===== src/tsic_pkg.sv =====
// Constants shared by the twelve-source interrupt controller
package tsic_pkg;

    // Machine cycle of four clocks; phases counted 0..3
    localparam int MC_CLKS = 4;
    localparam logic [1:0] PH_C3 = 2'h2;
    localparam logic [1:0] PH_C4 = 2'h3;
    localparam logic [2:0] CALL_MCS = 3'h4;

    // Flag vector positions
    localparam int F_EXT0 = 0;
    localparam int F_EXT1 = 1;
    localparam int F_EXT2 = 2;
    localparam int F_EXT5 = 5;
    localparam int F_OVF0 = 6;
    localparam int F_OVF1 = 7;
    localparam int F_RLD_OVF = 8;
    localparam int F_RLD_EXT = 9;
    localparam int F_WDOG = 10;
    localparam int F_RI0 = 11;
    localparam int F_TI0 = 12;
    localparam int F_RI1 = 13;
    localparam int F_TI1 = 14;
    localparam int NFLAGS = 15;
    localparam logic [NFLAGS-1:0] FLAGS_RST = 15'h0000;

    // Source numbers in fixed tie-break order, 0 highest
    localparam int NSRC = 12;
    localparam logic [3:0] S_EXT0 = 4'h0;
    localparam logic [3:0] S_OVF0 = 4'h1;
    localparam logic [3:0] S_EXT1 = 4'h2;
    localparam logic [3:0] S_OVF1 = 4'h3;
    localparam logic [3:0] S_EXT2 = 4'h7;
    localparam logic [3:0] S_EXT5 = 4'hA;

    localparam logic [15:0] VEC [NSRC] = '{
        16'h0003, 16'h000B, 16'h0013, 16'h001B, 16'h0023, 16'h002B,
        16'h003B, 16'h0043, 16'h004B, 16'h0053, 16'h005B, 16'h0063
    };

    // In-service tiers
    localparam int T_LOW = 0;
    localparam int T_HIGH = 1;
    localparam int T_PF = 2;
    localparam logic [2:0] INS_RST = 3'h0;

endpackage : tsic_pkg


===== src/tsic_ext_if.sv =====
// Carrier between the controller and its external pin sampler
`timescale 1ns/1ps
interface tsic_ext_if;
    logic c3_en;
    logic [5:0] fall;
    logic [5:0] low;
    modport sampler (input c3_en, output fall, output low);
    modport ctrl (output c3_en, input fall, input low);
endinterface : tsic_ext_if


===== src/tsic_ext_sampler.sv =====
// Synchroniser and once-per-machine-cycle sampler for the external request pins
`timescale 1ns/1ps
module tsic_ext_sampler import tsic_pkg::*; (
    input wire logic i_sys_clk,
    input wire logic i_sys_rst,
    input wire logic [5:0] i_pins_n,
    tsic_ext_if.sampler bus
);
    logic [5:0] meta_ff;
    logic [5:0] sync_ff;
    logic [5:0] samp_ff;
    logic [5:0] fall_ff;

    always_ff @(posedge i_sys_clk or posedge i_sys_rst) begin
        if (i_sys_rst) begin
            meta_ff <= 6'h3F;
            sync_ff <= 6'h3F;
        end else begin
            meta_ff <= i_pins_n;
            sync_ff <= meta_ff;
        end
    end

    // High in one sample, low in the next gives a one-clock fall pulse
    always_ff @(posedge i_sys_clk or posedge i_sys_rst) begin
        if (i_sys_rst) begin
            samp_ff <= 6'h3F;
            fall_ff <= 6'h00;
        end else if (bus.c3_en) begin
            samp_ff <= sync_ff;
            fall_ff <= samp_ff & ~sync_ff;
        end else begin
            fall_ff <= 6'h00;
        end
    end

    assign bus.fall = fall_ff;
    assign bus.low = ~samp_ff;

endmodule : tsic_ext_sampler


===== src/tsic_ctrl.sv =====
// Twelve-source interrupt controller: flags, gating, priority and hardware call
//
// Behaviour
// - Twelve sources, each with flag, enable, priority bit, vector; one global enable.
// - External inputs zero and one select edge or level trigger each.
// - Edge mode samples once per machine cycle; high then low sets flag.
// - Edge-mode flags zero and one clear on vectoring to their routine.
// - Level-mode flags are not cleared on vectoring; still low re-requests.
// - Inputs two to five edge only; software clears unless hardware-clear bit set.
// - Timer zero and one overflow flags set by overflow, cleared on vectoring.
// - Reload timer requests on overflow OR external flag; neither cleared by hardware.
// - Watchdog timeout sets its flag; its enable gates it; software clears.
// - Each serial port requests on receive OR transmit done; never auto-cleared.
// - Software can set or clear every flag except level-mode zero and one, raising genuine requests.
// - Individual enables gate each source; global enable blocks all but power-fail.
// - Power-fail, high, low tiers; lower tier never pre-empts one in service.
// - Same-tier ties resolved in fixed source order, external zero first.
// - Flags sampled in one machine cycle, polled and resolved in the next.
// - Call only if no equal/higher in service, last cycle, no blocking instruction.
// - Requests are not latched; every poll is evaluated afresh.
// - Call pushes program counter, not status word, then loads the vector.
// - Vectors 0003h to 0063h per source as in the vector table.
// - Only return-from-interrupt clears in-service; plain return leaves it.
// - Reset clears flags, in-service tiers and call state; enables are inputs, not reset here.
// - External inputs sampled at the third phase of every machine cycle.
// - Hardware call sequence lasts four machine cycles.
`timescale 1ns/1ps
module tsic_ctrl import tsic_pkg::*; #(
    parameter logic [15:0] PF_VECTOR = 16'h0070
) (
    input wire logic i_sys_clk,
    input wire logic i_sys_rst,
    input wire logic i_ext_req_zero_n,
    input wire logic i_ext_req_one_n,
    input wire logic i_ext_req_two_n,
    input wire logic i_ext_req_three_n,
    input wire logic i_ext_req_four_n,
    input wire logic i_ext_req_five_n,
    input wire logic i_trig_type_zero,
    input wire logic i_trig_type_one,
    input wire logic [3:0] i_hw_clear_select,
    input wire logic i_timer_zero_ovf,
    input wire logic i_timer_one_ovf,
    input wire logic i_reload_timer_ovf,
    input wire logic i_reload_timer_ext,
    input wire logic i_watchdog_timeout,
    input wire logic i_serial0_rx_done,
    input wire logic i_serial0_tx_done,
    input wire logic i_serial1_rx_done,
    input wire logic i_serial1_tx_done,
    input wire logic i_flag_wr,
    input wire logic [NFLAGS-1:0] i_flag_wr_sel,
    input wire logic [NFLAGS-1:0] i_flag_wr_val,
    input wire logic [NSRC-1:0] i_src_enable,
    input wire logic [NSRC-1:0] i_src_priority,
    input wire logic i_global_enable,
    input wire logic i_power_fail_request,
    input wire logic i_pf_enable,
    input wire logic i_last_cycle,
    input wire logic i_blocking_instr,
    input wire logic i_return_from_interrupt,
    output logic o_hw_call,
    output logic [15:0] o_vector,
    output logic o_call_busy,
    output logic [NFLAGS-1:0] o_flags,
    output logic [2:0] o_in_service
);
    tsic_ext_if ext_bus ();

    logic [1:0] phase_ff;
    logic mc_c4;
    logic [NFLAGS-1:0] flags_ff;
    logic [NFLAGS-1:0] nxt_flags;
    logic [NFLAGS-1:0] hw_set;
    logic [2:0] ins_ff;
    logic [2:0] nxt_ins;
    logic [2:0] mcs_ff;
    logic [NSRC-1:0] req;
    logic [NSRC-1:0] hi_req;
    logic [NSRC-1:0] lo_req;
    logic pf_go;
    logic hi_go;
    logic lo_go;
    logic grant;
    logic [3:0] win_idx;

    function automatic logic [3:0] first_idx(input logic [NSRC-1:0] v);
        logic [3:0] r;
        r = 4'h0;
        for (int i = NSRC - 1; i >= 0; i--) begin
            if (v[i]) begin
                r = 4'(i);
            end
        end
        return r;
    endfunction : first_idx

    // Source requests, index 0 highest
    function automatic logic [NSRC-1:0] src_req(input logic [NFLAGS-1:0] f);
        return {f[F_WDOG], f[F_EXT5:F_EXT2], f[F_RI1] | f[F_TI1],
                f[F_RLD_OVF] | f[F_RLD_EXT], f[F_RI0] | f[F_TI0], f[F_OVF1],
                f[F_EXT1], f[F_OVF0], f[F_EXT0]};
    endfunction : src_req

    // Flags that vectoring clears for a given source
    function automatic logic [NFLAGS-1:0] vec_clear(input logic [3:0] s,
            input logic edge0, input logic edge1, input logic [3:0] hc);
        logic [NFLAGS-1:0] m;
        m = '0;
        if (s == S_EXT0) begin
            m[F_EXT0] = edge0;
        end else if (s == S_EXT1) begin
            m[F_EXT1] = edge1;
        end else if (s == S_OVF0) begin
            m[F_OVF0] = 1'b1;
        end else if (s == S_OVF1) begin
            m[F_OVF1] = 1'b1;
        end else if (s >= S_EXT2 && s <= S_EXT5) begin
            m[F_EXT2 + int'(s - S_EXT2)] = hc[2'(s - S_EXT2)];
        end
        return m;
    endfunction : vec_clear

    tsic_ext_sampler u_sampler (
        .i_sys_clk(i_sys_clk),
        .i_sys_rst(i_sys_rst),
        .i_pins_n({i_ext_req_five_n, i_ext_req_four_n, i_ext_req_three_n,
                   i_ext_req_two_n, i_ext_req_one_n, i_ext_req_zero_n}),
        .bus(ext_bus.sampler)
    );

    // Machine-cycle phase divider
    always_ff @(posedge i_sys_clk or posedge i_sys_rst) begin
        if (i_sys_rst) begin
            phase_ff <= 2'h0;
        end else begin
            phase_ff <= phase_ff + 2'h1;
        end
    end

    assign ext_bus.c3_en = (phase_ff == PH_C3);
    assign mc_c4 = (phase_ff == PH_C4);

    // Poll and resolve on current flags every machine cycle
    always_comb begin
        req = src_req(flags_ff) & i_src_enable;
        hi_req = req & i_src_priority & {NSRC{i_global_enable}};
        lo_req = req & ~i_src_priority & {NSRC{i_global_enable}};
        pf_go = i_power_fail_request & i_pf_enable & ~ins_ff[T_PF];
        hi_go = (|hi_req) & ~ins_ff[T_PF] & ~ins_ff[T_HIGH];
        lo_go = (|lo_req) & ~(|ins_ff);
        grant = mc_c4 & i_last_cycle & ~i_blocking_instr & (mcs_ff == 3'h0)
              & (pf_go | hi_go | lo_go);
        win_idx = hi_go ? first_idx(hi_req) : first_idx(lo_req);
    end

    // Hardware set events; edge flags for inputs two to five always
    always_comb begin
        hw_set = '0;
        hw_set[F_EXT0] = i_trig_type_zero & ext_bus.fall[0];
        hw_set[F_EXT1] = i_trig_type_one & ext_bus.fall[1];
        hw_set[F_EXT5:F_EXT2] = ext_bus.fall[5:2];
        hw_set[F_OVF0] = i_timer_zero_ovf;
        hw_set[F_OVF1] = i_timer_one_ovf;
        hw_set[F_RLD_OVF] = i_reload_timer_ovf;
        hw_set[F_RLD_EXT] = i_reload_timer_ext;
        hw_set[F_WDOG] = i_watchdog_timeout;
        hw_set[F_RI0] = i_serial0_rx_done;
        hw_set[F_TI0] = i_serial0_tx_done;
        hw_set[F_RI1] = i_serial1_rx_done;
        hw_set[F_TI1] = i_serial1_tx_done;
    end

    // Vector clear, then software write, then hardware set wins
    always_comb begin
        nxt_flags = flags_ff;
        if (grant && !pf_go) begin
            nxt_flags = nxt_flags & ~vec_clear(win_idx, i_trig_type_zero,
                i_trig_type_one, i_hw_clear_select);
        end
        if (i_flag_wr) begin
            nxt_flags = (nxt_flags & ~i_flag_wr_sel)
                      | (i_flag_wr_val & i_flag_wr_sel);
        end
        nxt_flags = nxt_flags | hw_set;
        // Level mode: flag follows the sampled pin
        if (!i_trig_type_zero) begin
            nxt_flags[F_EXT0] = ext_bus.low[0];
        end
        if (!i_trig_type_one) begin
            nxt_flags[F_EXT1] = ext_bus.low[1];
        end
    end

    always_ff @(posedge i_sys_clk or posedge i_sys_rst) begin
        if (i_sys_rst) begin
            flags_ff <= FLAGS_RST;
        end else begin
            flags_ff <= nxt_flags;
        end
    end

    // In-service tiers; return-from-interrupt clears the highest
    always_comb begin
        nxt_ins = ins_ff;
        if (i_return_from_interrupt) begin
            if (ins_ff[T_PF]) begin
                nxt_ins[T_PF] = 1'b0;
            end else if (ins_ff[T_HIGH]) begin
                nxt_ins[T_HIGH] = 1'b0;
            end else begin
                nxt_ins[T_LOW] = 1'b0;
            end
        end
        if (grant) begin
            if (pf_go) begin
                nxt_ins[T_PF] = 1'b1;
            end else if (hi_go) begin
                nxt_ins[T_HIGH] = 1'b1;
            end else begin
                nxt_ins[T_LOW] = 1'b1;
            end
        end
    end

    always_ff @(posedge i_sys_clk or posedge i_sys_rst) begin
        if (i_sys_rst) begin
            ins_ff <= INS_RST;
        end else begin
            ins_ff <= nxt_ins;
        end
    end

    // Call sequence length in machine cycles
    always_ff @(posedge i_sys_clk or posedge i_sys_rst) begin
        if (i_sys_rst) begin
            mcs_ff <= 3'h0;
            o_call_busy <= 1'b0;
        end else if (grant) begin
            mcs_ff <= CALL_MCS;
            o_call_busy <= 1'b1;
        end else if (mc_c4 && mcs_ff != 3'h0) begin
            mcs_ff <= mcs_ff - 3'h1;
            o_call_busy <= (mcs_ff != 3'h1);
        end
    end

    // Call strobe and vector; the core pushes only the program counter
    always_ff @(posedge i_sys_clk or posedge i_sys_rst) begin
        if (i_sys_rst) begin
            o_hw_call <= 1'b0;
            o_vector <= 16'h0000;
        end else begin
            o_hw_call <= grant;
            if (grant) begin
                o_vector <= pf_go ? PF_VECTOR : VEC[win_idx];
            end
        end
    end

    assign o_flags = flags_ff;
    assign o_in_service = ins_ff;
endmodule : tsic_ctrl


===== config.mk =====
export PLATFORM = sky130hd
export DESIGN_NAME = tsic_ctrl
export DESIGN_NICKNAME = d
export VERILOG_FILES = /design/src/tsic_pkg.sv /design/src/tsic_ext_if.sv /design/src/tsic_ext_sampler.sv /design/src/tsic_ctrl.sv
export SDC_FILE = /design/constraint.sdc
export NUM_CORES = 1
export LEC_CHECK = 0
export BUFFER_PORTS_ARGS = -buffer_cell sky130_fd_sc_hd__buf_2
export CORE_UTILIZATION = 55
export DETAILED_ROUTE_END_ITERATION = 7
export GPL_TIMING_DRIVEN = 0
export PLACE_DENSITY = 0.86
export SLEW_MARGIN = 20
export SYNTH_ARGS = -nofsm -noshare
export SYNTH_HDL_FRONTEND = slang
export SYNTH_HIERARCHICAL = 1
export SYNTH_SLANG_ARGS = --single-unit

===== constraint.sdc =====
create_clock -name i_sys_clk -period 5.7 [get_ports i_sys_clk]
set_input_delay 0.285 -clock i_sys_clk [delete_from_list [all_inputs] [get_ports i_sys_clk]]
set_output_delay 0.285 -clock i_sys_clk [all_outputs]
set_load 0.005 [all_outputs]

Word-level counts from Yosys, hierarchy flattened
Memories as Yosys holds them, arrays and structs flattened.
Cells that the tools add are included.
{"block": "word_totals", "register_bits": 65, "rom_bits": 256, "inputBits": 84, "output_inout_bits": 36, "n_memories": 1}
{"block": "op_classes", "addsub": 5, "n_lt_le_gt_ge": 6, "eq_ne": 6, "mux": 63, "n_bitwise": 38, "n_reduce_logical": 12}
{"memory": "(name not given)", "words": 16, "word_bits": 16, "rd": 1, "rd_clocked_by_memory_dff": 0, "wr": 0, "line_no": "tsic_ctrl.sv:256", "source": "o_vector <= pf_go ? PF_VECTOR : VEC[win_idx];"}
{"cell": "4-bit two-way mux", "count": 25}
{"cell": "12-bit bitwise AND", "count": 5}
{"cell": "15-bit bitwise AND", "count": 4}
{"cell": "16-bit two-way mux", "count": 3}
{"cell": "15-bit two-way mux", "count": 3}
{"cell": "15-bit NOT", "count": 2}
{"cell": "15-bit bitwise OR", "count": 2}
{"cell": "14-bit two-way mux", "count": 2}
{"cell": "12-bit OR reduction", "count": 2}
{"cell": "1-bit two-way mux", "count": 16}
{"cell": "7-bit two-way mux", "count": 2}
{"cell": "13-bit two-way mux", "count": 1}
{"cell": "3-bit two-way mux", "count": 4}
{"cell": "6-bit two-way mux", "count": 2}
{"cell": "12-bit NOT", "count": 1}
{"cell": "1-bit bitwise AND", "count": 11}
{"cell": "4-bit by 2-bit == test with 1-bit output (second input constant)", "count": 2}
{"cell": "8-bit two-way mux", "count": 1}
{"cell": "3-bit by 5-bit adder with 6-bit output (first input constant)", "count": 1}
{"cell": "6-bit bitwise AND", "count": 1}
{"cell": "6-bit by 1-bit greater-or-equal comparator with 1-bit output (second input constant)", "count": 1}
{"cell": "6-bit less-than comparator (second input constant)", "count": 1}
{"cell": "6-bit NOT", "count": 1}
{"cell": "5-bit greater-or-equal comparator (second input constant)", "count": 1}
{"cell": "other kinds (24)", "count": 36}

Depth between registers and ports, before layout
{"block": "logic_depth", "ltp_word": 38, "mapped_depth": 17, "depth_no_buf": 15}

Hierarchy
Netlist, hierarchy kept.
{"mod": "tsic_ctrl", "instances": 1, "cells_per_inst": 318, "area_per_inst_um2": 2696.3, "seq_area_each_um2": 750.7}
{"mod": "tsic_ext_sampler", "instances": 1, "cells_per_inst": 44, "area_per_inst_um2": 803.3, "seq_area_each_um2": 623.1}

Least setup slack after synthesis
OpenSTA, ideal clock, no wires.
{"block": "synth_timing", "path_type": "reg-to-reg", "startpoint": "register flags_ff[14], in the netlist o_flags[14]", "endpoint": "register flags_ff[13], in the netlist o_flags[13]", "setup_time_ns": 0.126, "t_arrival_ns": 3.533, "t_required_ns": 5.574, "setup_slack_ns": 2.040, "stages_incl_launch_ff": 14, "path_buffers": 0, "period_less_slack_ns": 3.660, "path_cell_list": "dfrtp_1 -> o2111ai_1 -> nand4_1 -> o31ai_4 -> mux2_2 -> inv_1 -> ha_1 -> ha_1 -> ha_1 -> nor3b_1 -> mux2i_1 -> o21ai_1 -> nand4bb_1 -> a311o_1"}
{"block": "synth_via", "elab_chain_len": 32, "elab_cells_between_ends": 61}
{"item": "start, declared", "line_no": "tsic_ctrl.sv:72", "source": "logic [NFLAGS-1:0] flags_ff;"}
{"item": "start signal, assigned", "line_no": "tsic_ctrl.sv:199", "source": "flags_ff <= nxt_flags;"}
{"item": "1-bit bitwise OR *", "line_no": "tsic_ctrl.sv:100", "source": "return {f[F_WDOG], f[F_EXT5:F_EXT2], f[F_RI1] | f[F_TI1],"}
{"item": "12-bit bitwise AND *", "line_no": "tsic_ctrl.sv:146", "source": "req = src_req(flags_ff) & i_src_enable;"}
{"item": "12-bit bitwise AND, on equally long branches (2 in a row)", "line_no": "tsic_ctrl.sv:148, tsic_ctrl.sv:147"}
{"item": "4-bit two-way mux (7 in a row)", "line_no": "tsic_ctrl.sv:91", "source": "if (v[i]) begin"}
{"item": "4-bit two-way mux", "line_no": "tsic_ctrl.sv:154", "source": "win_idx = hi_go ? first_idx(hi_req) : first_idx(lo_req);"}
{"item": "4-bit by 3-bit subtractor with 5-bit output", "line_no": "tsic_ctrl.sv:119", "source": "m[F_EXT2 + int'(s - S_EXT2)] = hc[2'(s - S_EXT2)];"}
{"item": "3-bit by 5-bit adder with 6-bit output", "line_no": "tsic_ctrl.sv:119"}
{"item": "6-bit by 1-bit greater-or-equal comparator with 1-bit output (not written as such) or 6-bit less-than comparator (tied branches)", "line_no": "tsic_ctrl.sv:119"}
{"item": "(+10 left out)"}
{"item": "15-bit NOT", "line_no": "tsic_ctrl.sv:178", "source": "nxt_flags = nxt_flags & ~vec_clear(win_idx, i_trig_type_zero,"}
{"item": "15-bit bitwise AND", "line_no": "tsic_ctrl.sv:178"}
{"item": "15-bit two-way mux *", "line_no": "tsic_ctrl.sv:177", "source": "if (grant && !pf_go) begin"}
{"item": "15-bit bitwise AND", "line_no": "tsic_ctrl.sv:182", "source": "nxt_flags = (nxt_flags & ~i_flag_wr_sel)"}
{"item": "15-bit bitwise OR", "line_no": "tsic_ctrl.sv:183", "source": "| (i_flag_wr_val & i_flag_wr_sel);"}
{"item": "15-bit two-way mux *", "line_no": "tsic_ctrl.sv:181", "source": "if (i_flag_wr) begin"}
{"item": "15-bit bitwise OR *", "line_no": "tsic_ctrl.sv:185", "source": "nxt_flags = nxt_flags | hw_set;"}
{"item": "via nxt_flags[13]", "line_no": "tsic_ctrl.sv:73", "source": "logic [NFLAGS-1:0] nxt_flags;"}
The timed path passes the listed nets; every way through them passes the cells marked *. The select of a mux whose other input is x is not followed.
A chain may end at the register's enable or synchronous reset.

Worst setup path in the final report
{"block": "layout_timing", "startpoint": "register flags_ff[14], in the netlist o_flags[14]", "endpoint": "register flags_ff[11], in the netlist o_flags[11]"}
Same word-level chain as after synthesis.

==> results.md <==
- Setup repair after global routing left no endpoint under its margin.
- The register clock-pin slew on the reported worst setup and hold paths is 110 ps.
- Of all nets on the critical path, the largest fanout is 10.
- The power per cell area is 253 nW/um2.
- Leaving out fill and tap cells, the most frequent cell in the layout is buf_2.
- The via count of the first global-routing pass is between 3000 and 4000.
- The later pin in the worst-skew pair is clocked with a latency of 310 ps.
- The clock net in this run drives a total of 54 sinks.
- IR analysis of the VDD net gives a maximum drop of ~0.17 mV.
- Walking the worst path, the cells encountered are o2111ai_1 -> nand4_1 -> o31ai_4 -> o211ai_1 -> and2_1 -> inv_1 -> ha_1 -> ha_1 -> ha_1 -> nor3b_1 -> mux2i_1 -> o21ai_1 -> a31oi_1 -> a311o_1.
- The post-route antenna net violation count is 0.
- The cell type of the slowest stage on the worst timing path is o31ai_4.
- Pin placement for this block handled 120 I/O pins.
- The final-report max-slew violation count was 0.
- During synthesis, Yosys emitted a total of 6 warnings.
- In this run the standard cell core region covers ~6000 um2.
- The sequential cell area is roughly 1400 um2.
- Counting stages on the worst path, the most repeated cell is ha_1.
- The top cell types in the final layout, fill and taps aside, are 108 x buf_2, 49 x nand2_1, 36 x dfrtp_1, 18 x o21ai_0, 18 x dfstp_2.
- A synthesized cell averages about 9.7 um2.
- Internal power comes to about 700 uW.
- In this run the static leakage power is 2.04 nW.
- The area of the die is ~6700 um2.
- The global placement routability congestion is 0.974.
- Across all layers, the routed design uses 3368 vias.
- The routed design has roughly 9100 um of wire.
- Static timing analysis puts the maximum clock frequency at 0.232 GHz.
- The number of nets in the layout is 580.
- The wire-length estimate of the detail-placed layout is roughly 7200 um.
- The area added between synthesis and finish is 22.0%.
- The synthesized netlist occupies a cell area of 3480 um2.
- STA classifies the critical path endpoint as a flip-flop.
- The fraction of final layout cells with drive strength greater than 1 is 0.381.
- The clock tree from TritonCTS is yes.
- The run finished with clean final reports.
- At the placement stage, the worst setup path has a slack of 1370 ps.
- The count of buffers inserted at the top-level ports is 108.
- The maximum number of pins on one net before global-route repair is 31.
- The cell at the root of the clock tree is clkbuf_8.
- The worst path in the final design needs a cycle of 4310 ps, including I/O delays and setup.
- The area occupied by multi-input gates is 1930 um2.
- The global-route wire length before repair is 13800 um.
- STA puts the critical path data required time at 5900 ps.
- The largest stage delay on the critical path is 470 ps.
- For this run the aggregate overflow at the end of global routing stands at 0.
- Across all setup checks in the final design, the least slack found is 1390 ps.
- The filler cells instantiated in the layout total roughly 470.
- For the pin with the worst max-slew slack, the measured transition is 814 ps.
- The number of diodes added for antenna fixing is 0.
- The total of max-cap violations is 0.
- The net switching power figure is 385 uW.
- The first TritonRoute pass finished after 4 iterations.
- The number of hold violations in the final report came to 0.
- The switching power share of the total is 0.358.
- The setup TNS is 0 ps.
- Dividing the final minimum period by the clock period gives 0.755.
- For this run, the total global-route usage over all layers was measured as 0.276.
- The initialized floorplan defines 28 standard-cell rows.
- The remaining routing DRC violations is 0.
- The TritonCTS buffer count is 5.
- For this configuration, the core starts out at a cell density of 0.578.
- The quantity of hold-fixing buffers added after cts is 0.
- The critical path launch point type is a flip-flop.
- The critical path in this run is classified as flip-flop to flip-flop.
- The per-cell via count in the routed design is 6.04.
- The die height is 81.6 um.
- After clock tree synthesis, the setup repair step added 0 buffers.
- The first-iteration detailed-routing DRC count is 172.
- The number of antenna violations at the first check in global routing was 0.
- Once the clock tree was built, the resizer swapped 0 gates to a different size.
- After detailed routing, the average wire length per cell comes to roughly 16 um.
- The relative contribution of combinational cells to total power is 0.364.
- The tightest min-delay check is of the input pin to async pin type.
- The longest clock path from root to sink contains 2 buffers.
- Setup violations remaining at the end of the flow were counted as 0.
- Of the total power, the clock network draws 0.212.
- Headroom to the max-slew limit came out at 0.457.
- On the final layout, the worst clock skew is 9.34 ps.
- The H-tree depth is 2.
- The share of total power in sequential cells is 0.424.
- For the worst setup path, the data arrival time is between 4000 and 5000 ps.
- The number of instances in the synthesized netlist is 358.
- The die outline width is ~80 um.
## worst max-delay path: cells and delay by family, from the launching register on
kind / cells / cell delay (ps)
AO/OA/AOI/OAI: 6 / 1890
adder cells (fa/ha/maj): 3 / 860
multiplexers: 1 / 90
buffers and inverters: 1 / 170
AND/OR/NAND/NOR: 3 / 720
flip-flops: 1 / 460
## layout make-up
class                           instances  area share
Inverter                               18      0.0159
Buffer                                 19      0.0336
Sequential cell                        54       0.323
Clock buffer                            5      0.0162
Clock inverter                          3     0.00677
Multi-Input combinational cell        276       0.455
Tap cell                               75      0.0221
Timing Repair Buffer                  108       0.127
## registers in the layout, summed over array words and instances (netlist names), 2 cells and up
register and cells:
phase_ff 2, o_in_service 3, mcs_ff 3, o_flags 15, u_sampler/meta_ff 6, u_sampler/bus.fall 6, u_sampler/samp_ff 6, o_vector 5
u_sampler/sync_ff 6
## worst paths after layout
kind	cells past startpoint	start	slack, ps	end
min reg2reg	0	u_sampler/meta_ff[2]	360	u_sampler/sync_ff[2]
max in group asynchronous	2	i_sys_rst	5060	u_sampler/bus.fall[1]
max reg2reg	14	o_flags[14]	1390	o_flags[11]
min	2	i_sys_rst	60	o_flags[4]
min in group i_sys_clk	1	i_ext_req_two_n	60	u_sampler/meta_ff[2]
max	14	o_flags[14]	1390	o_flags[11]
## per-stage QoR
step	util	cell area (um2)	hold WS [ps]	cells	power, mW
detailed placement	0.689	4150	347	550	0.847
finish	0.705	4250	59.5	558	1.07
CTS	0.705	4250	53.1	558	1.08
global route	0.705	4250	34.7	558	1.14
floorplan	-	3520	286	367	0.720
global placement	0.689	4150	346	550	0.838
## per-layer routing
layer / track usage / vias to the layer above / wire, um
met5: 0 / - / 0
met4: 0.107 / 0 / 280
li1: - / 1574 / -
met3: 0.0367 / 24 / 584
met2: 0.495 / 172 / 4400
met1: 0.333 / 1598 / 3870
## power groups by stage
stage | clock network, mW | logic, mW | registers, mW
after detailed placement | 0 | 0.384 | 0.463
after CTS | 0.233 | 0.387 | 0.456
after global routing | 0.251 | 0.432 | 0.461
final | 0.228 | 0.391 | 0.456
after floorplan | 0 | 0.262 | 0.458
after global placement | 0 | 0.378 | 0.460
Note: power is estimated with default switching activity, not from simulation.
